[config.mk]
export PLATFORM = sky130hd
export DESIGN_NAME = whu_uart
export DESIGN_NICKNAME = d
export VERILOG_FILES = /design/src/include/whu_pkg.sv /design/src/verilog/whu_uart.sv
export SDC_FILE = /design/constraint.sdc
export NUM_CORES = 1
export LEC_CHECK = 0
export BUFFER_PORTS_ARGS = -buffer_cell sky130_fd_sc_hd__clkbuf_2
export CORE_MARGIN = 3
export CORE_UTILIZATION = 40
export DETAILED_ROUTE_END_ITERATION = 16
export PLACE_DENSITY = 0.62
export RECOVER_POWER = 100
export SLEW_MARGIN = 5
export SYNTH_ARGS = -nofsm -noshare
export SYNTH_HDL_FRONTEND = slang
export SYNTH_SLANG_ARGS = --single-unit
[constraint.sdc]
create_clock -name i_ref_clk -period 3.03 [get_ports i_ref_clk]
set_clock_uncertainty 0.1 [all_clocks]
set_input_delay 0.303 -clock i_ref_clk [delete_from_list [all_inputs] [get_ports i_ref_clk]]
set_output_delay 0.303 -clock i_ref_clk [all_outputs]
set_load 0.02 [all_outputs]
[src/include/whu_pkg.sv]
package whu_pkg;
  // Clock rate and default line rate
  localparam int unsigned CLK_HZ       = 100000000;
  localparam int unsigned BAUD_DEFAULT = 115200;
  // Cycles per bit at the default rate, rounded down
  localparam int unsigned DIV_DEFAULT  = CLK_HZ / BAUD_DEFAULT;
  localparam int unsigned DIV_W        = 16;
  localparam int unsigned DATA_W       = 8;
  // Settling time after reset before the receive-ready line is asserted, in us
  localparam int unsigned READY_US     = 10;
  localparam int unsigned READY_CYC    = (READY_US * (CLK_HZ / 1000000));
  localparam int unsigned READY_W      = 12;
  // Parity encodings
  localparam logic [1:0]  PAR_NONE     = 2'h0;
  localparam logic [1:0]  PAR_EVEN     = 2'h1;
  localparam logic [1:0]  PAR_ODD      = 2'h2;
  // Power-save mode codes
  localparam logic [2:0]  PS_OFF       = 3'h0;
  localparam logic [2:0]  PS_MODE1     = 3'h1;
  localparam logic [2:0]  PS_MODE5     = 3'h5;
  localparam logic [2:0]  PS_MODE6     = 3'h6;

  // Serial line configuration
  typedef struct packed {
    logic [DIV_W-1:0] div;
    logic [1:0]       parity;
    logic             two_stop;
  } whu_cfg_t;

  // Received word and its error flags
  typedef struct packed {
    logic [DATA_W-1:0] data;
    logic              par_err;
    logic              frm_err;
  } whu_rx_t;

  // Serialiser states
  typedef enum logic [2:0] {
    ST_IDLE  = 3'h0,
    ST_START = 3'h1,
    ST_DATA  = 3'h2,
    ST_PAR   = 3'h3,
    ST_STOP  = 3'h4
  } whu_st_t;

  // Parity bit for a word, odd for odd mode and even for any other mode
  function automatic logic whu_par(input logic [DATA_W-1:0] d, input logic [1:0] p);
    return (p == PAR_ODD) ? ~(^d) : (^d);
  endfunction
endpackage

[src/verilog/whu_uart.sv]
`timescale 1ns/1ps
// Summary of operation
// - Async serial port with V.24 DCE handshaking
// - Line sense inverted from RS-232 cable
// - Selectable baud, parity, stop bits, flow
// - No auto-baud; host matches configured rate
// - Power-up default 115200, 8N1
// - Transmit on module-to-host serial line
// - Receive on host-to-module serial line
// - Receive-ready output is active low
// - Autorun runs when inhibit deasserted
// - Autorun skipped when inhibit asserted
// - Script sets spare modem line behaviour
// - Three coexistence pins, 2/3-wire schemes
// - Radio sleeps between receive wake intervals
// - Mode 1: radio saves, controller awake
// - Mode 5: radio off, await commands
// - Mode 6: radio off, standby, pin wake
// - Mode 1 refused in ad-hoc operation
// - Ready deasserted after reset until ready
module whu_uart #(
  parameter int unsigned DIV_INIT = whu_pkg::DIV_DEFAULT,  // Cycles per bit at power-up
  parameter int unsigned READY_CYCLES = whu_pkg::READY_CYC // Reset settling count
) (
  input  wire logic                        i_ref_clk,
  input  wire logic                        i_resetn,
  // Serial lines, active-low sense on the wire
  input  wire logic                        i_host_txd_n,
  output logic                             o_module_rxd_n,
  output logic                             o_rx_ready_n,
  input  wire logic                        i_host_ready_n,
  input  wire logic                        i_autorun_inhibit_n,
  // Line configuration from the controller
  input  wire logic                        i_cfg_load,
  input  wire whu_pkg::whu_cfg_t           i_cfg,
  input  wire logic                        i_flow_en,
  // Words to send to the host
  input  wire logic                        i_tx_valid,
  input  wire logic [whu_pkg::DATA_W-1:0]  i_tx_data,
  output logic                             o_tx_ready,
  // Words received from the host
  output logic                             o_rx_valid,
  output whu_pkg::whu_rx_t                 o_rx,
  input  wire logic                        i_rx_ready,
  output logic                             o_rx_overrun,
  // Autorun decision, caught once after reset
  output logic                             o_autorun_go,
  output logic                             o_autorun_done,
  // Spare modem lines, direction and level set by script
  input  wire logic                        i_spare_a_oe_n,
  input  wire logic                        i_spare_a_out,
  input  wire logic                        i_spare_a_in,
  output logic                             o_spare_a,
  output logic                             o_spare_a_oe_n,
  output logic                             o_spare_a_seen,
  input  wire logic                        i_spare_modem_line_b_oe_n,
  input  wire logic                        i_spare_modem_line_b_out,
  input  wire logic                        i_spare_modem_line_b_in,
  output logic                             o_spare_modem_line_b,
  output logic                             o_spare_modem_line_b_oe_n,
  output logic                             o_spare_modem_line_b_seen,
  // Coexistence pins
  input  wire logic                        i_coex_wlan_busy,
  input  wire logic                        i_coex_bt_priority,
  input  wire logic                        i_coex_bt_state,
  input  wire logic                        i_coex_three_wire,
  output logic                             o_coex_wlan_active,
  output logic                             o_coex_radio_hold,
  // Power-save control
  input  wire logic [2:0]                  i_ps_mode,
  input  wire logic                        i_ps_req,
  input  wire logic                        i_ps_script,
  input  wire logic                        i_adhoc,
  input  wire logic                        i_radio_rx_busy,
  input  wire logic                        i_beacon_tick,
  input  wire logic                        i_wake_pin,
  output logic [2:0]                       o_ps_mode,
  output logic                             o_radio_on,
  output logic                             o_radio_sleep,
  output logic                             o_cpu_standby,
  output logic                             o_ps_refused
);
  import whu_pkg::*;

  // Refuse settings that the counters cannot hold
  if (DIV_INIT < 4 || DIV_INIT >= (1 << DIV_W)) begin : g_div_chk
    $error("DIV_INIT out of range");
  end
  if (READY_CYCLES < 1 || READY_CYCLES >= (1 << READY_W)) begin : g_rdy_chk
    $error("READY_CYCLES out of range");
  end

  localparam logic [DIV_W-1:0]   DIV_RST = DIV_W'(DIV_INIT);
  localparam logic [READY_W-1:0] RDY_MAX = READY_W'(READY_CYCLES);

  // Active line configuration
  whu_cfg_t cfg_q;
  // Held off until the controller is up after reset
  logic [READY_W-1:0] rdy_cnt_q;
  logic               up_q;

  // Configuration register, power-up default 8N1 at the default rate
  always_ff @(posedge i_ref_clk or negedge i_resetn) begin
    if (!i_resetn) begin
      cfg_q <= '{div: DIV_RST, parity: PAR_NONE, two_stop: 1'b0};
    end else if (i_cfg_load && i_cfg.div >= DIV_W'(4)) begin
      cfg_q <= i_cfg;
    end
  end

  // Reset settling counter
  always_ff @(posedge i_ref_clk or negedge i_resetn) begin
    if (!i_resetn) begin
      rdy_cnt_q <= '0;
      up_q      <= 1'b0;
    end else if (!up_q) begin
      rdy_cnt_q <= rdy_cnt_q + READY_W'(1);
      up_q      <= (rdy_cnt_q == RDY_MAX - READY_W'(1));
    end
  end

  // Two-entry receive buffer
  whu_rx_t  rb_mem [2];
  logic     rb_wp_q, rb_rp_q;
  logic [1:0] rb_cnt_q;
  wire      rb_full  = (rb_cnt_q == 2'h2);
  wire      rb_empty = (rb_cnt_q == 2'h0);
  wire      rb_pop   = !rb_empty && i_rx_ready;
  logic     rb_push;
  whu_rx_t  rb_word;

  // Receiver sampling; the wire idles high and a data one is a high wire
  logic [1:0]       rxs_q;            // Input sampled twice for clean edges
  wire              rx_bit = rxs_q[1];
  whu_st_t          rst_q;
  logic [DIV_W-1:0] rcnt_q;
  logic [2:0]       rbit_q;
  logic [7:0]       rsh_q;
  logic             rperr_q, rstop2_q;
  wire              rtick = (rcnt_q == '0);
  wire [DIV_W-1:0]  half  = {1'b0, cfg_q.div[DIV_W-1:1]};

  // Receive framer: start, LSB-first data, parity, stops
  always_ff @(posedge i_ref_clk or negedge i_resetn) begin
    if (!i_resetn) begin
      rxs_q    <= 2'h3;
      rst_q    <= ST_IDLE;
      rcnt_q   <= '0;
      rbit_q   <= '0;
      rsh_q    <= '0;
      rperr_q  <= 1'b0;
      rstop2_q <= 1'b0;
      rb_push  <= 1'b0;
      rb_word  <= '0;
    end else begin
      rxs_q   <= {rxs_q[0], i_host_txd_n};
      rb_push <= 1'b0;
      rcnt_q  <= rtick ? cfg_q.div - DIV_W'(1) : rcnt_q - DIV_W'(1);
      unique case (rst_q)
        ST_IDLE: if (!rx_bit) begin
          rst_q  <= ST_START;
          rcnt_q <= half;
        end
        ST_START: if (rtick) begin
          rst_q  <= rx_bit ? ST_IDLE : ST_DATA; // False start drops back
          rbit_q <= '0;
        end
        ST_DATA: if (rtick) begin
          rsh_q  <= {rx_bit, rsh_q[7:1]};
          rbit_q <= rbit_q + 3'h1;
          if (rbit_q == 3'h7)
            rst_q <= (cfg_q.parity == PAR_NONE) ? ST_STOP : ST_PAR;
          rstop2_q <= cfg_q.two_stop;
        end
        ST_PAR: if (rtick) begin
          rperr_q <= (rx_bit != whu_par(rsh_q, cfg_q.parity));
          rst_q   <= ST_STOP;
        end
        ST_STOP: if (rtick) begin
          if (rstop2_q && rx_bit) begin
            rstop2_q <= 1'b0; // Second stop bit still to check
          end else begin
            rst_q   <= ST_IDLE;
            rb_push <= 1'b1;
            rb_word <= '{data: rsh_q, par_err: rperr_q, frm_err: !rx_bit};
            rperr_q <= 1'b0;
          end
        end
        default: rst_q <= ST_IDLE;
      endcase
    end
  end

  // Buffer pointers; a word arriving when full is counted as overrun
  always_ff @(posedge i_ref_clk or negedge i_resetn) begin
    if (!i_resetn) begin
      rb_wp_q      <= 1'b0;
      rb_rp_q      <= 1'b0;
      rb_cnt_q     <= '0;
      o_rx_overrun <= 1'b0;
    end else begin
      if (rb_push && !rb_full) begin
        rb_mem[rb_wp_q] <= rb_word;
        rb_wp_q         <= ~rb_wp_q;
      end
      if (rb_pop)
        rb_rp_q <= ~rb_rp_q;
      rb_cnt_q     <= rb_cnt_q + 2'((rb_push && !rb_full) ? 1 : 0) - 2'(rb_pop ? 1 : 0);
      o_rx_overrun <= rb_push && rb_full;
    end
  end

  // Buffer head; valid follows count so stall never drops a word
  assign o_rx_valid = !rb_empty;
  assign o_rx       = rb_mem[rb_rp_q];

  // With flow control on, receive-ready goes high (deasserted) the cycle after the buffer holds a word,
  // leaving room for one more in flight from a host that reacts late.
  always_ff @(posedge i_ref_clk or negedge i_resetn) begin
    if (!i_resetn) begin
      o_rx_ready_n <= 1'b1;
    end else begin
      o_rx_ready_n <= !up_q || (i_flow_en && !rb_empty);
    end
  end

  // Transmitter
  whu_st_t          tst_q;
  logic [DIV_W-1:0] tcnt_q;
  logic [2:0]       tbit_q;
  logic [7:0]       tsh_q;
  logic             tpar_q, tstop2_q;
  wire              ttick   = (tcnt_q == '0);
  wire              host_ok = !i_flow_en || !i_host_ready_n;
  assign o_tx_ready = (tst_q == ST_IDLE) && up_q && host_ok;

  // Transmit framer; data goes out true, the inverse of cable sense
  always_ff @(posedge i_ref_clk or negedge i_resetn) begin
    if (!i_resetn) begin
      tst_q          <= ST_IDLE;
      tcnt_q         <= '0;
      tbit_q         <= '0;
      tsh_q          <= '0;
      tpar_q         <= 1'b0;
      tstop2_q       <= 1'b0;
      o_module_rxd_n <= 1'b1;
    end else begin
      tcnt_q <= ttick ? cfg_q.div - DIV_W'(1) : tcnt_q - DIV_W'(1);
      unique case (tst_q)
        ST_IDLE: if (i_tx_valid && o_tx_ready) begin
          tst_q          <= ST_START;
          tsh_q          <= i_tx_data;
          tpar_q         <= whu_par(i_tx_data, cfg_q.parity);
          tstop2_q       <= cfg_q.two_stop;
          tcnt_q         <= cfg_q.div - DIV_W'(1);
          o_module_rxd_n <= 1'b0;
        end
        ST_START: if (ttick) begin
          tst_q          <= ST_DATA;
          tbit_q         <= '0;
          o_module_rxd_n <= tsh_q[0];
        end
        ST_DATA: if (ttick) begin
          tbit_q <= tbit_q + 3'h1;
          tsh_q  <= {1'b0, tsh_q[7:1]};
          if (tbit_q == 3'h7) begin
            tst_q          <= (cfg_q.parity == PAR_NONE) ? ST_STOP : ST_PAR;
            o_module_rxd_n <= (cfg_q.parity == PAR_NONE) ? 1'b1 : tpar_q;
          end else begin
            o_module_rxd_n <= tsh_q[1];
          end
        end
        ST_PAR: if (ttick) begin
          tst_q          <= ST_STOP;
          o_module_rxd_n <= 1'b1;
        end
        ST_STOP: if (ttick) begin
          if (tstop2_q) tstop2_q <= 1'b0;
          else          tst_q    <= ST_IDLE;
        end
        default: tst_q <= ST_IDLE;
      endcase
    end
  end

  // Autorun strap caught once the settling time has passed
  always_ff @(posedge i_ref_clk or negedge i_resetn) begin
    if (!i_resetn) begin
      o_autorun_go   <= 1'b0;
      o_autorun_done <= 1'b0;
    end else begin
      o_autorun_go <= 1'b0;
      if (up_q && !o_autorun_done) begin
        o_autorun_done <= 1'b1;
        o_autorun_go   <= i_autorun_inhibit_n;
      end
    end
  end

  // Spare modem lines follow script-set direction and level
  always_ff @(posedge i_ref_clk or negedge i_resetn) begin
    if (!i_resetn) begin
      o_spare_a                 <= 1'b1;
      o_spare_a_oe_n            <= 1'b0;
      o_spare_a_seen            <= 1'b0;
      o_spare_modem_line_b      <= 1'b1;
      o_spare_modem_line_b_oe_n <= 1'b0;
      o_spare_modem_line_b_seen <= 1'b0;
    end else begin
      o_spare_a                 <= i_spare_a_out;
      o_spare_a_oe_n            <= i_spare_a_oe_n;
      o_spare_a_seen            <= i_spare_a_oe_n ? i_spare_a_in : 1'b0;
      o_spare_modem_line_b      <= i_spare_modem_line_b_out;
      o_spare_modem_line_b_oe_n <= i_spare_modem_line_b_oe_n;
      o_spare_modem_line_b_seen <= i_spare_modem_line_b_oe_n ? i_spare_modem_line_b_in : 1'b0;
    end
  end

  // Coexistence: priority holds the radio; three-wire also honours state
  wire coex_hold = i_coex_bt_priority && (!i_coex_three_wire || i_coex_bt_state);
  always_ff @(posedge i_ref_clk or negedge i_resetn) begin
    if (!i_resetn) begin
      o_coex_wlan_active <= 1'b0;
      o_coex_radio_hold  <= 1'b0;
    end else begin
      o_coex_wlan_active <= i_coex_wlan_busy && o_radio_on;
      o_coex_radio_hold  <= coex_hold;
    end
  end

  // Power-save request checks: mode 1 needs beacons, mode 6 needs a script
  wire ps_bad = (i_ps_mode == PS_MODE1 && i_adhoc) ||
                (i_ps_mode == PS_MODE6 && !i_ps_script) ||
                !(i_ps_mode inside {PS_OFF, PS_MODE1, PS_MODE5, PS_MODE6});
  wire in_m1  = (o_ps_mode == PS_MODE1);

  // Power-save mode and radio/controller power state
  always_ff @(posedge i_ref_clk or negedge i_resetn) begin
    if (!i_resetn) begin
      o_ps_mode     <= PS_OFF;
      o_ps_refused  <= 1'b0;
      o_radio_on    <= 1'b1;
      o_radio_sleep <= 1'b0;
      o_cpu_standby <= 1'b0;
    end else begin
      o_ps_refused <= i_ps_req && ps_bad;
      if (o_ps_mode == PS_MODE6 && i_wake_pin) begin
        o_ps_mode <= PS_OFF; // Wake pin high wakes from standby
      end else if (i_ps_req && !ps_bad) begin
        o_ps_mode <= i_ps_mode;
      end
      o_radio_on    <= !(o_ps_mode inside {PS_MODE5, PS_MODE6});
      o_cpu_standby <= (o_ps_mode == PS_MODE6);
      // Sleep while not receiving; a beacon tick wakes it for traffic
      o_radio_sleep <= in_m1 && !i_radio_rx_busy && !i_beacon_tick;
    end
  end

  // Receive-ready stays deasserted until settling ends
  a_ready_hold: assert property (@(posedge i_ref_clk) disable iff (!i_resetn)
    !up_q |-> o_rx_ready_n) else $error("ready asserted before settling");
  a_ready_buf: assert property (@(posedge i_ref_clk) disable iff (!i_resetn)
    (up_q && i_flow_en && !rb_empty) |=> o_rx_ready_n) else $error("ready low with data held");
  a_tx_start: assert property (@(posedge i_ref_clk) disable iff (!i_resetn)
    (tst_q == ST_IDLE && i_tx_valid && o_tx_ready) |=> !o_module_rxd_n)
    else $error("start bit missing");
  a_tx_idle: assert property (@(posedge i_ref_clk) disable iff (!i_resetn)
    (tst_q == ST_IDLE && $past(tst_q) == ST_IDLE) |-> o_module_rxd_n)
    else $error("idle line not high");
  a_tx_flow: assert property (@(posedge i_ref_clk) disable iff (!i_resetn)
    (i_flow_en && i_host_ready_n) |-> !o_tx_ready) else $error("sent while host busy");
  a_m1_adhoc: assert property (@(posedge i_ref_clk) disable iff (!i_resetn)
    (i_ps_req && i_ps_mode == PS_MODE1 && i_adhoc && !in_m1) |=> !in_m1 && o_ps_refused)
    else $error("mode 1 entered in ad-hoc");
  a_m5_radio: assert property (@(posedge i_ref_clk) disable iff (!i_resetn)
    (o_ps_mode == PS_MODE5) [*2] |-> !o_radio_on) else $error("radio on in mode 5");
  a_m6_wake: assert property (@(posedge i_ref_clk) disable iff (!i_resetn)
    (o_ps_mode == PS_MODE6 && i_wake_pin) |=> o_ps_mode == PS_OFF ##1 !o_cpu_standby)
    else $error("no wake on pin");
  a_autorun_once: assert property (@(posedge i_ref_clk) disable iff (!i_resetn)
    o_autorun_go |-> $rose(o_autorun_done) && $past(i_autorun_inhibit_n))
    else $error("autorun decision wrong");
endmodule

=== Yosys cells after proc, flatten, opt, wreduce, memory -nomap -nowiden ===
Memory sizes are Yosys's and may differ from the RTL's.
Index checks and enable logic that the tools add are counted.

* Bits in registers: 133
* Memory bits (writable): 20
* Input bits: 55
* Output and inout bits: 32
* Logic and storage cells: 229
* Memories: 1

{| class="wikitable"
|+ Memory list
! memory !! depth !! width !! read ports !! clocked after Yosys merged registers in !! wr ports !! RTL line !! source
|-
| rb_mem || 2 || 10 || 1 || 0 || 1 || whu_uart.sv:123 || <nowiki>whu_rx_t rb_mem [2];</nowiki>
|}

* Add/subtract/negate cells: 8
* Magnitude comparators: 1
* Equality and inequality tests: 35
* Mux-type cells: 66
* Bitwise gates (word level): 5
* Reductions and logical operators: 70

{| class="wikitable"
|+ Operator list
! operator !! number
|-
| 16-bit 2-to-1 mux || 6
|-
| 3-bit 2-to-1 mux || 21
|-
| 16-bit by 1-bit subtractor with 16-bit output, second input constant || 3
|-
| 16-bit zero test || 2
|-
| 3-bit case mux with 5 select lines || 2
|-
| 2-bit != test, second input constant || 14
|-
| 1-bit 2-to-1 mux || 27
|-
| 3-bit equality test, second input constant || 8
|-
| 1-bit logical AND || 20
|-
| 16-bit by 3-bit greater-or-equal comparator with 1-bit output, second input constant || 1
|-
| 8-bit 2-to-1 mux || 2
|-
| 8-bit case mux with 2 select lines || 1
|-
| 2-bit nonzero test || 8
|-
| 8-bit parity || 2
|-
| 3-bit AND reduction || 5
|-
| 1-bit zero test || 14
|-
| 7-bit AND reduction || 2
|-
| 12-bit by 1-bit adder with 12-bit output, second input constant || 1
|-
| 12-bit by 10-bit equality test with 1-bit output, second input constant || 1
|-
| 3-bit by 1-bit equality test with 1-bit output, second input constant || 4
|-
| 3-bit by 2-bit equality test with 1-bit output, second input constant || 4
|-
| 3-bit case mux with 2 select lines || 2
|-
| 3-bit zero test || 3
|-
| 4-bit AND reduction || 2
|-
| other kinds (15) || 30
|}

=== Depth between registers and ports, before layout ===
Gate-level depths: netlist (run 1).

* Word-level depth: 8
* Gate-level depth with buffers: 9
* Gate-level depth less buffers: 7

=== Worst setup path before layout (run 1) ===
Ideal clock, no wire load.

* Path type: reg-to-reg
* Start point: register rcnt_q[0]
* End point: register rb_word[1] in the netlist's numbering
* Library setup time: 125 ps
* Arrival: 2181 ps
* Required time: 2805 ps
* Setup slack: 624 ps
* Stages on the path, launching flop included: 8
* Path buffers: 1
* Period minus slack after synthesis: 2406 ps
* Path through: dfrtp_1 -> inv_1 -> ha_1 -> or4b_1 -> nor4_4 -> and3_2 -> buf_4 -> mux2_2

* Cells in the longest elaborated chain, start to end: 2

{| class="wikitable"
|+ RTL lines
! what !! RTL line !! source
|-
| start, declared || whu_uart.sv:136 || <nowiki>logic [DIV_W-1:0] rcnt_q;</nowiki>
|-
| start signal, assigned || whu_uart.sv:158 || <nowiki>rcnt_q <= rtick ? cfg_q.div - DIV_W'(1) : rcnt_q - DIV_W'(1);</nowiki>
|-
| start signal, assigned || whu_uart.sv:162 || <nowiki>rcnt_q <= half;</nowiki>
|-
| 16-bit zero test || whu_uart.sv:140 || <nowiki>wire rtick = (rcnt_q == '0);</nowiki>
|-
| 3-bit AND reduction (no source line) || n/a ||
|-
| end signal, assigned || whu_uart.sv:185 || <nowiki>rb_word <= '{data: rsh_q, par_err: rperr_q, frm_err: !rx_bit};</nowiki>
|-
| end, declared || whu_uart.sv:130 || <nowiki>whu_rx_t rb_word;</nowiki>
|}

No other way between the ends.
A chain may end at the register's enable or synchronous reset.

=== Worst setup path in the final report (run 1) ===
* Start point: register rcnt_q[0]
* End point: register rsh_q[6]

* Cells in the longest elaborated chain, start to end: 2

{| class="wikitable"
|+ RTL lines
! what !! RTL line !! source
|-
| 16-bit zero test || whu_uart.sv:140 ||
|-
| 2-bit AND reduction (no source line) || n/a ||
|-
| end signal, assigned || whu_uart.sv:169 || <nowiki>rsh_q <= {rx_bit, rsh_q[7:1]};</nowiki>
|-
| end, declared || whu_uart.sv:138 || <nowiki>logic [7:0] rsh_q;</nowiki>
|}

No other way between the ends.

==> results of run 1 <==
[layer usage]
metal	vias to the layer above	share of wire (%)	global-route usage [%]
li1	2585	-	-
met4	0	1.2	4.70
met1	2657	44	21.8
met3	17	4.8	3.29
met2	141	50	27.7
met5	-	0	0
[critical path, cell delays in order (launching register included)]
cell,delay [ns]
dfrtp_1,0.39
inv_1,0.10
ha_1,0.14
or4b_1,0.51
nor4_4,0.46
nand3_1,0.47
mux2_2,0.41
[final timing paths]
| check | startpoint | cells past startpoint | end |
|---|---|---|---|
| max in group asynchronous | i_resetn | 3 | cfg_q[10] |
| min in group asynchronous | i_resetn | 2 | rb_rp_q |
| max | rcnt_q[0] | 6 | rsh_q[6] |
| min reg2reg | rxs_q[0] | 0 | rxs_q[1] |
| max reg2reg | rcnt_q[0] | 6 | rsh_q[6] |
| min | i_autorun_inhibit_n | 2 | o_autorun_go |
[flip-flops by register name, summed over array words and instances (netlist names), 2 cells and up]
| name | cells |
|---|---|
| tsh_q | 8 |
| rsh_q | 8 |
| cfg_q | 19 |
| o_ps_mode | 3 |
| rb_word | 10 |
| rst_q | 3 |
| rbit_q | 3 |
| tbit_q | 3 |
| rxs_q | 2 |
| rdy_cnt_q | 12 |
| rb_mem | 20 |
| tcnt_q | 16 |
| rcnt_q | 16 |
| rb_cnt_q | 2 |
| tst_q | 3 |
[synth_stat cells (3+ instances only)]
cell type  number
clkbuf_1       17
dfstp_2        12
and2_1          8
mux2_2         52
ha_1           12
xnor2_1        47
a21oi_1        22
nand2_1        47
or2_2           4
nand4b_1        5
a21o_1          4
dfrtp_1       121
o22a_1          3
or4_1           4
nor2_1         60
nor3_1         22
o31a_1          3
nand2b_1        7
xor2_1         20
o21ai_0        29
o31ai_1         5
o22ai_1         9
nor4_1         10
inv_1          20
nand3_1        21
nor2b_1         3
and4_1          3
nor3b_1         4
nand4_1         6
edfxtp_1       20
mux2i_1        14
[placed cells by master (no fill, tap or decap), types with 5 or more instances in the layout]
cell type and count:
dfrtp_1 121, nor2_1 60, clkbuf_2 52, mux2_2 51, nand2_1 47, xnor2_1 47
clkbuf_1 39, o21ai_0 30, nor3_1 22, nand3_1 22, a21oi_1 22, inv_1 20
xor2_1 20, edfxtp_1 20, clkbuf_16 17, dlygate4sd3_1 17, mux2i_1 14, ha_1 12
dfstp_2 12, nor4_1 10, o22ai_1 9, nand2b_1 7, nand4_1 6, buf_4 6
o31ai_1 5, and2_0 5, nand4b_1 5, inv_8 5
[layout make-up]
cell class              instances  area share (%)
flip-flops and latches        153            44.7
multi-input cells             467            37.0
repair buffers                114            7.05
clock buffers                  17            4.82
well taps                     229            3.25
clock inverters                15            2.35
inverters                      20           0.851
[power by group]
group	internal, mW	leakage (nW)	switching [mW]
clock network	1.34	0.312	0.941
logic	0.487	1.56	0.554
registers	2.27	1.83	0.238
total	4.10	3.70	1.73
[kinds of logic (layout without fill, tap and decap cells)]
group / Yosys count / after routing / synth area share, %
AND/OR/NAND/NOR: 224 / 224 / 15.9
flip-flops: 153 / 153 / 53.4
AO/OA/AOI/OAI: 98 / 98 / 8.55
XOR/XNOR: 67 / 67 / 7.94
multiplexers: 66 / 66 / 9.82
buffers and inverters: 42 / 166 / 2.45
adder cells (fa/ha/maj): 12 / 12 / 2.03
[stage by stage]
stage	instances	cell area (um2)
global route	1015	8820
CTS	1015	8900
finish	1015	8820
floorplan	662	7390
detailed placement	966	8100
global placement	966	8100
==> results.yml, run 1 <==
power:
  p_leak_nw: 3.70
  finalPower_mw: 5.83
  cellPowerDensity_nw_per_um2: 661
  irDropWorstVdd_mv: 0.420
yosys:
  ys_types: 66
  ys_seq_elements: 153
  synthTopCellsByArea: "dfrtp_1, edfxtp_1, mux2_2"
  synth-async-reset-ratio_pct: 86.9
  syn_nets: 729
  yosysWarnings: 0
  synth_top_area_share_pct: 41.0
  netlist_area_um2: 7390
  yosysSeqAreaShare_pct: 53.4
  synthFlopType: "dfrtp_1"
  synth_cells: 662
  syn_area_per_cell_um2: 11.2
  synth-edff-count: 20
  synth_area_leader_cell: "dfrtp_1"
layout:
  seq_area_um2: 3940
  fin_util_pct: 48.8
  area_growth_pct: 19.3
  fillerInstances: 1641
  antennaDiodeCount: 0
  layout-drive-gt1-share_pct: 21.8
  finalNetCount: 840
  multi_input_area_um2: 3260
clock_tree:
  cts_sinks: 153
  cts_resized: 0
  cts_tree: "done"
  hold_buffers: 17
  cts_buffers: 17
  cts_root_buf: "clkbuf_16"
  cts_max_path_buffers: 2
  clock_latency_ns: 0.42
  htreeDepth: 4
  path_clk_slew_ns: 0.07
  cts_setup_buffers: 0
placement:
  place_worst_setup_slack_ns: 0.348
  gp_congestion: 0.864
  place_hpwl_um: 11400
  portBuffers: 86
global_route:
  antenna_found_initial: 0
  grt_pass1_wl_um: 26900
  track_usage_pct: 16.5
  overflow: 0
  grt_max_degree: 83
  grt_pass1_vias: 5440
floorplan:
  fp.dieW_um: 142
  fp-row-count: 49
  ioPinCount: 87
  initial_core_util_pct: 40.9
  core_area_um2: 18100
  dieArea_um2: 20100
  dieHeight_um: 142
sta:
  finalHoldWorstSlack_ns: 0.0195
  period_share_pct: 89.2
  drv_slew: 0
  tns_ns: 0
  setup_slack_ns: 0.328
  timing.slew.headroom_pct: 16.5
  fmaxAchievable_mhz: 370
  setup_viol: 0
  rsz0062_at_grt: "false"
  period_needed_ns: 2.70
  finalHoldViolCount: 0
  tightestPinTransition_ns: 1.25
run:
  drv_cap: 0
routing:
  drc: 0
  first_pass_iters: 5
  wl_um: 16100
  wl_per_cell_um: 15.8
  ant_nets: 0
  drtIter0Drc: 273
  vias: 5400
  avgViaCountPerCell: 5.32
setup_path:
  crit_type: "reg -> reg"
  reg2reg_setup_slack_ns: 0.33
  required_ns: 3.24
  end_kind: "flip-flop"
  cp.arrival_ns: 2.91
  path_max_fanout: 10
  critPathLaunchType: "flip-flop"
hold_path:
  hold_path_class: "in -> reg"
status:
  outcome: "finished, final reports clean"
Note: power is estimated with default switching activity, not from simulation.
==> inputs of run 2 (changes only) <==
--- a/config.mk
+++ b/config.mk
@@ -9,7 +9,7 @@
 export CORE_MARGIN = 3
 export CORE_UTILIZATION = 40
 export DETAILED_ROUTE_END_ITERATION = 16
-export PLACE_DENSITY = 0.62
+export PLACE_DENSITY_LB_ADDON = 0.15
 export RECOVER_POWER = 100
 export SLEW_MARGIN = 5
 export SYNTH_ARGS = -nofsm -noshare
==> run 2 against run 1 <==
The run now ends with max-capacitance violations, max-slew violations left; flip-flop and latch count unchanged; largest power group unchanged; fmax up 2.4%; sequential power about the same; clock power up 3%; routed wire length down 1.3%; largest cell class unchanged; die area unchanged; first-iteration DRC count down 28%.
==> results.yml, run 2 (synthesis results as in run 1) <==
placement:
  gp_congestion: 0.849
  portBuffers: 86
  dpl_cell_area_um2: 8100
  place_hpwl_um: 11300
layout:
  mostFrequentLayoutCells: "dfrtp_1, nor2_1, mux2_2, clkbuf_2"
  final_cell_area_um2: 8850
  multi_input_area_um2: 3250
  layout_commonest_cell: "dfrtp_1"
  finalNetCount: 840
  seq_area_um2: 3940
  largest_reg_flops: 20
  top_regs: "rb_mem (20), cfg_q (19)"
  largest_register: "rb_mem"
  layout-drive-gt1-share_pct: 21.1
  antennaDiodeCount: 0
  fillerInstances: 1670
  area_growth_pct: 19.7
global_route:
  overflow: 0
  track_usage_pct: 16.3
  antenna_found_initial: 0
  grt_use_met2_pct: 26.3
  use_met1_pct: 22.1
  grt_pass1_wl_um: 26400
  grt_pass1_vias: 5356
  grt_most_used_layer: "met2"
  grtUsageMet3_pct: 4.10
  grt_max_degree: 119
sta:
  drv_slew: 22
  timing.slew.headroom_pct: -31.5
  period_needed_ns: 2.64
  tightestPinTransition_ns: 1.95
  rsz0062_at_grt: "false"
  setup_viol: 0
  period_share_pct: 87.1
  fmaxAchievable_mhz: 379
  finalHoldViolCount: 0
  tns_ns: 0
power:
  p_leak_nw: 3.71
  irDropWorstVdd_mv: 0.367
  finalPower_mw: 5.92
  cellPowerDensity_nw_per_um2: 669
setup_path:
  timing.rr.start: "rcnt_q[0]"
  critPathLaunchType: "flip-flop"
  cp.arrival_ns: 2.84
  end_kind: "flip-flop"
  crit_type: "reg -> reg"
  crit_start: "rcnt_q[0]"
  required_ns: 3.23
  path_max_fanout: 11
  reg2reg_setup_slack_ns: 0.39
floorplan:
  dieArea_um2: 20100
  fp-row-count: 49
  dieHeight_um: 142
  core_area_um2: 18100
  initial_core_util_pct: 40.9
  fp.dieW_um: 142
  ioPinCount: 87
routing:
  first_pass_iters: 4
  avgViaCountPerCell: 5.22
  drtIter0Drc: 197
  vias: 5300
  wl_um: 15900
  drc: 0
  wl_per_cell_um: 15.6
  ant_nets: 0
clock_tree:
  cts_max_path_buffers: 2
  cts_setup_buffers: 0
  cts_buffers: 17
  cts_root_buf: "clkbuf_16"
  cts_sinks: 153
  htreeDepth: 4
  cts_tree: "done"
  clock_latency_ns: 0.42
  path_clk_slew_ns: 0.06
  cts_resized: 0
hold_path:
  worstHoldStart: "i_cfg[2]"
  hold_path_class: "in -> reg"
run:
  drv_cap: 1
status:
  violations: "max-capacitance violations, max-slew violations"
  outcome: "complete, but fails checks"
-- run 2: where the power goes --
group / internal (mW) / total (mW) / switching [mW]
combinational: 0.490 / 1.05 / 0.558
clock: 1.53 / 2.35 / 0.821
sequential: 2.27 / 2.52 / 0.246
-- run 2: layout make-up --
cell class | count | area share (%)
clock buffer | 22 | 5.36
clock inverter | 10 | 2.14
inverter | 20 | 0.848
multi-input combinational | 467 | 36.7
sequential | 153 | 44.6
tap | 229 | 3.24
timing repair buffer | 114 | 7.15
-- run 2: layer usage --
layer / share of wire [%] / vias to the layer above
met5: 0 / -
li1: - / 2586
met2: 47 / 123
met3: 4.6 / 18
met1: 47 / 2573
met4: 1.3 / 0
-- run 2: timing repair --
item,4_1_cts,5_1_grt
hold endpoints to repair,29,1
hold buffers,17,1
setup endpoints to repair,0,0
-- run 2: final timing paths --
| check | to | depth (start not counted) |
|---|---|---|
| max | rb_word[3] | 7 |
| min | cfg_q[2] | 2 |
| max reg2reg | rb_word[3] | 7 |
| min reg2reg | rxs_q[1] | 0 |
| max in group asynchronous | tcnt_q[1] | 3 |
| min in group asynchronous | rb_push | 2 |
-- run 2: through the flow --
stage	instances	utilization (%)	setup slack, ns	hold slack [ns]
2_1_floorplan	662	-	0.624	-0.0926
3_3_place_gp	965	44.8	0.629	0.0528
3_5_place_dp	965	44.8	0.541	0.0530
4_1_cts	1014	49.4	0.528	0.000430
5_1_grt	1015	48.9	0.233	0.0105
6_report	1015	48.9	0.392	0.0233
-- run 2: worst max-delay path, stage by stage, from the launching register on --
cell,delay [ns]
dfrtp_1,0.39
inv_1,0.11
ha_1,0.16
or4b_1,0.51
nor4_4,0.15
buf_4,0.20
and3_1,0.49
mux2_2,0.40
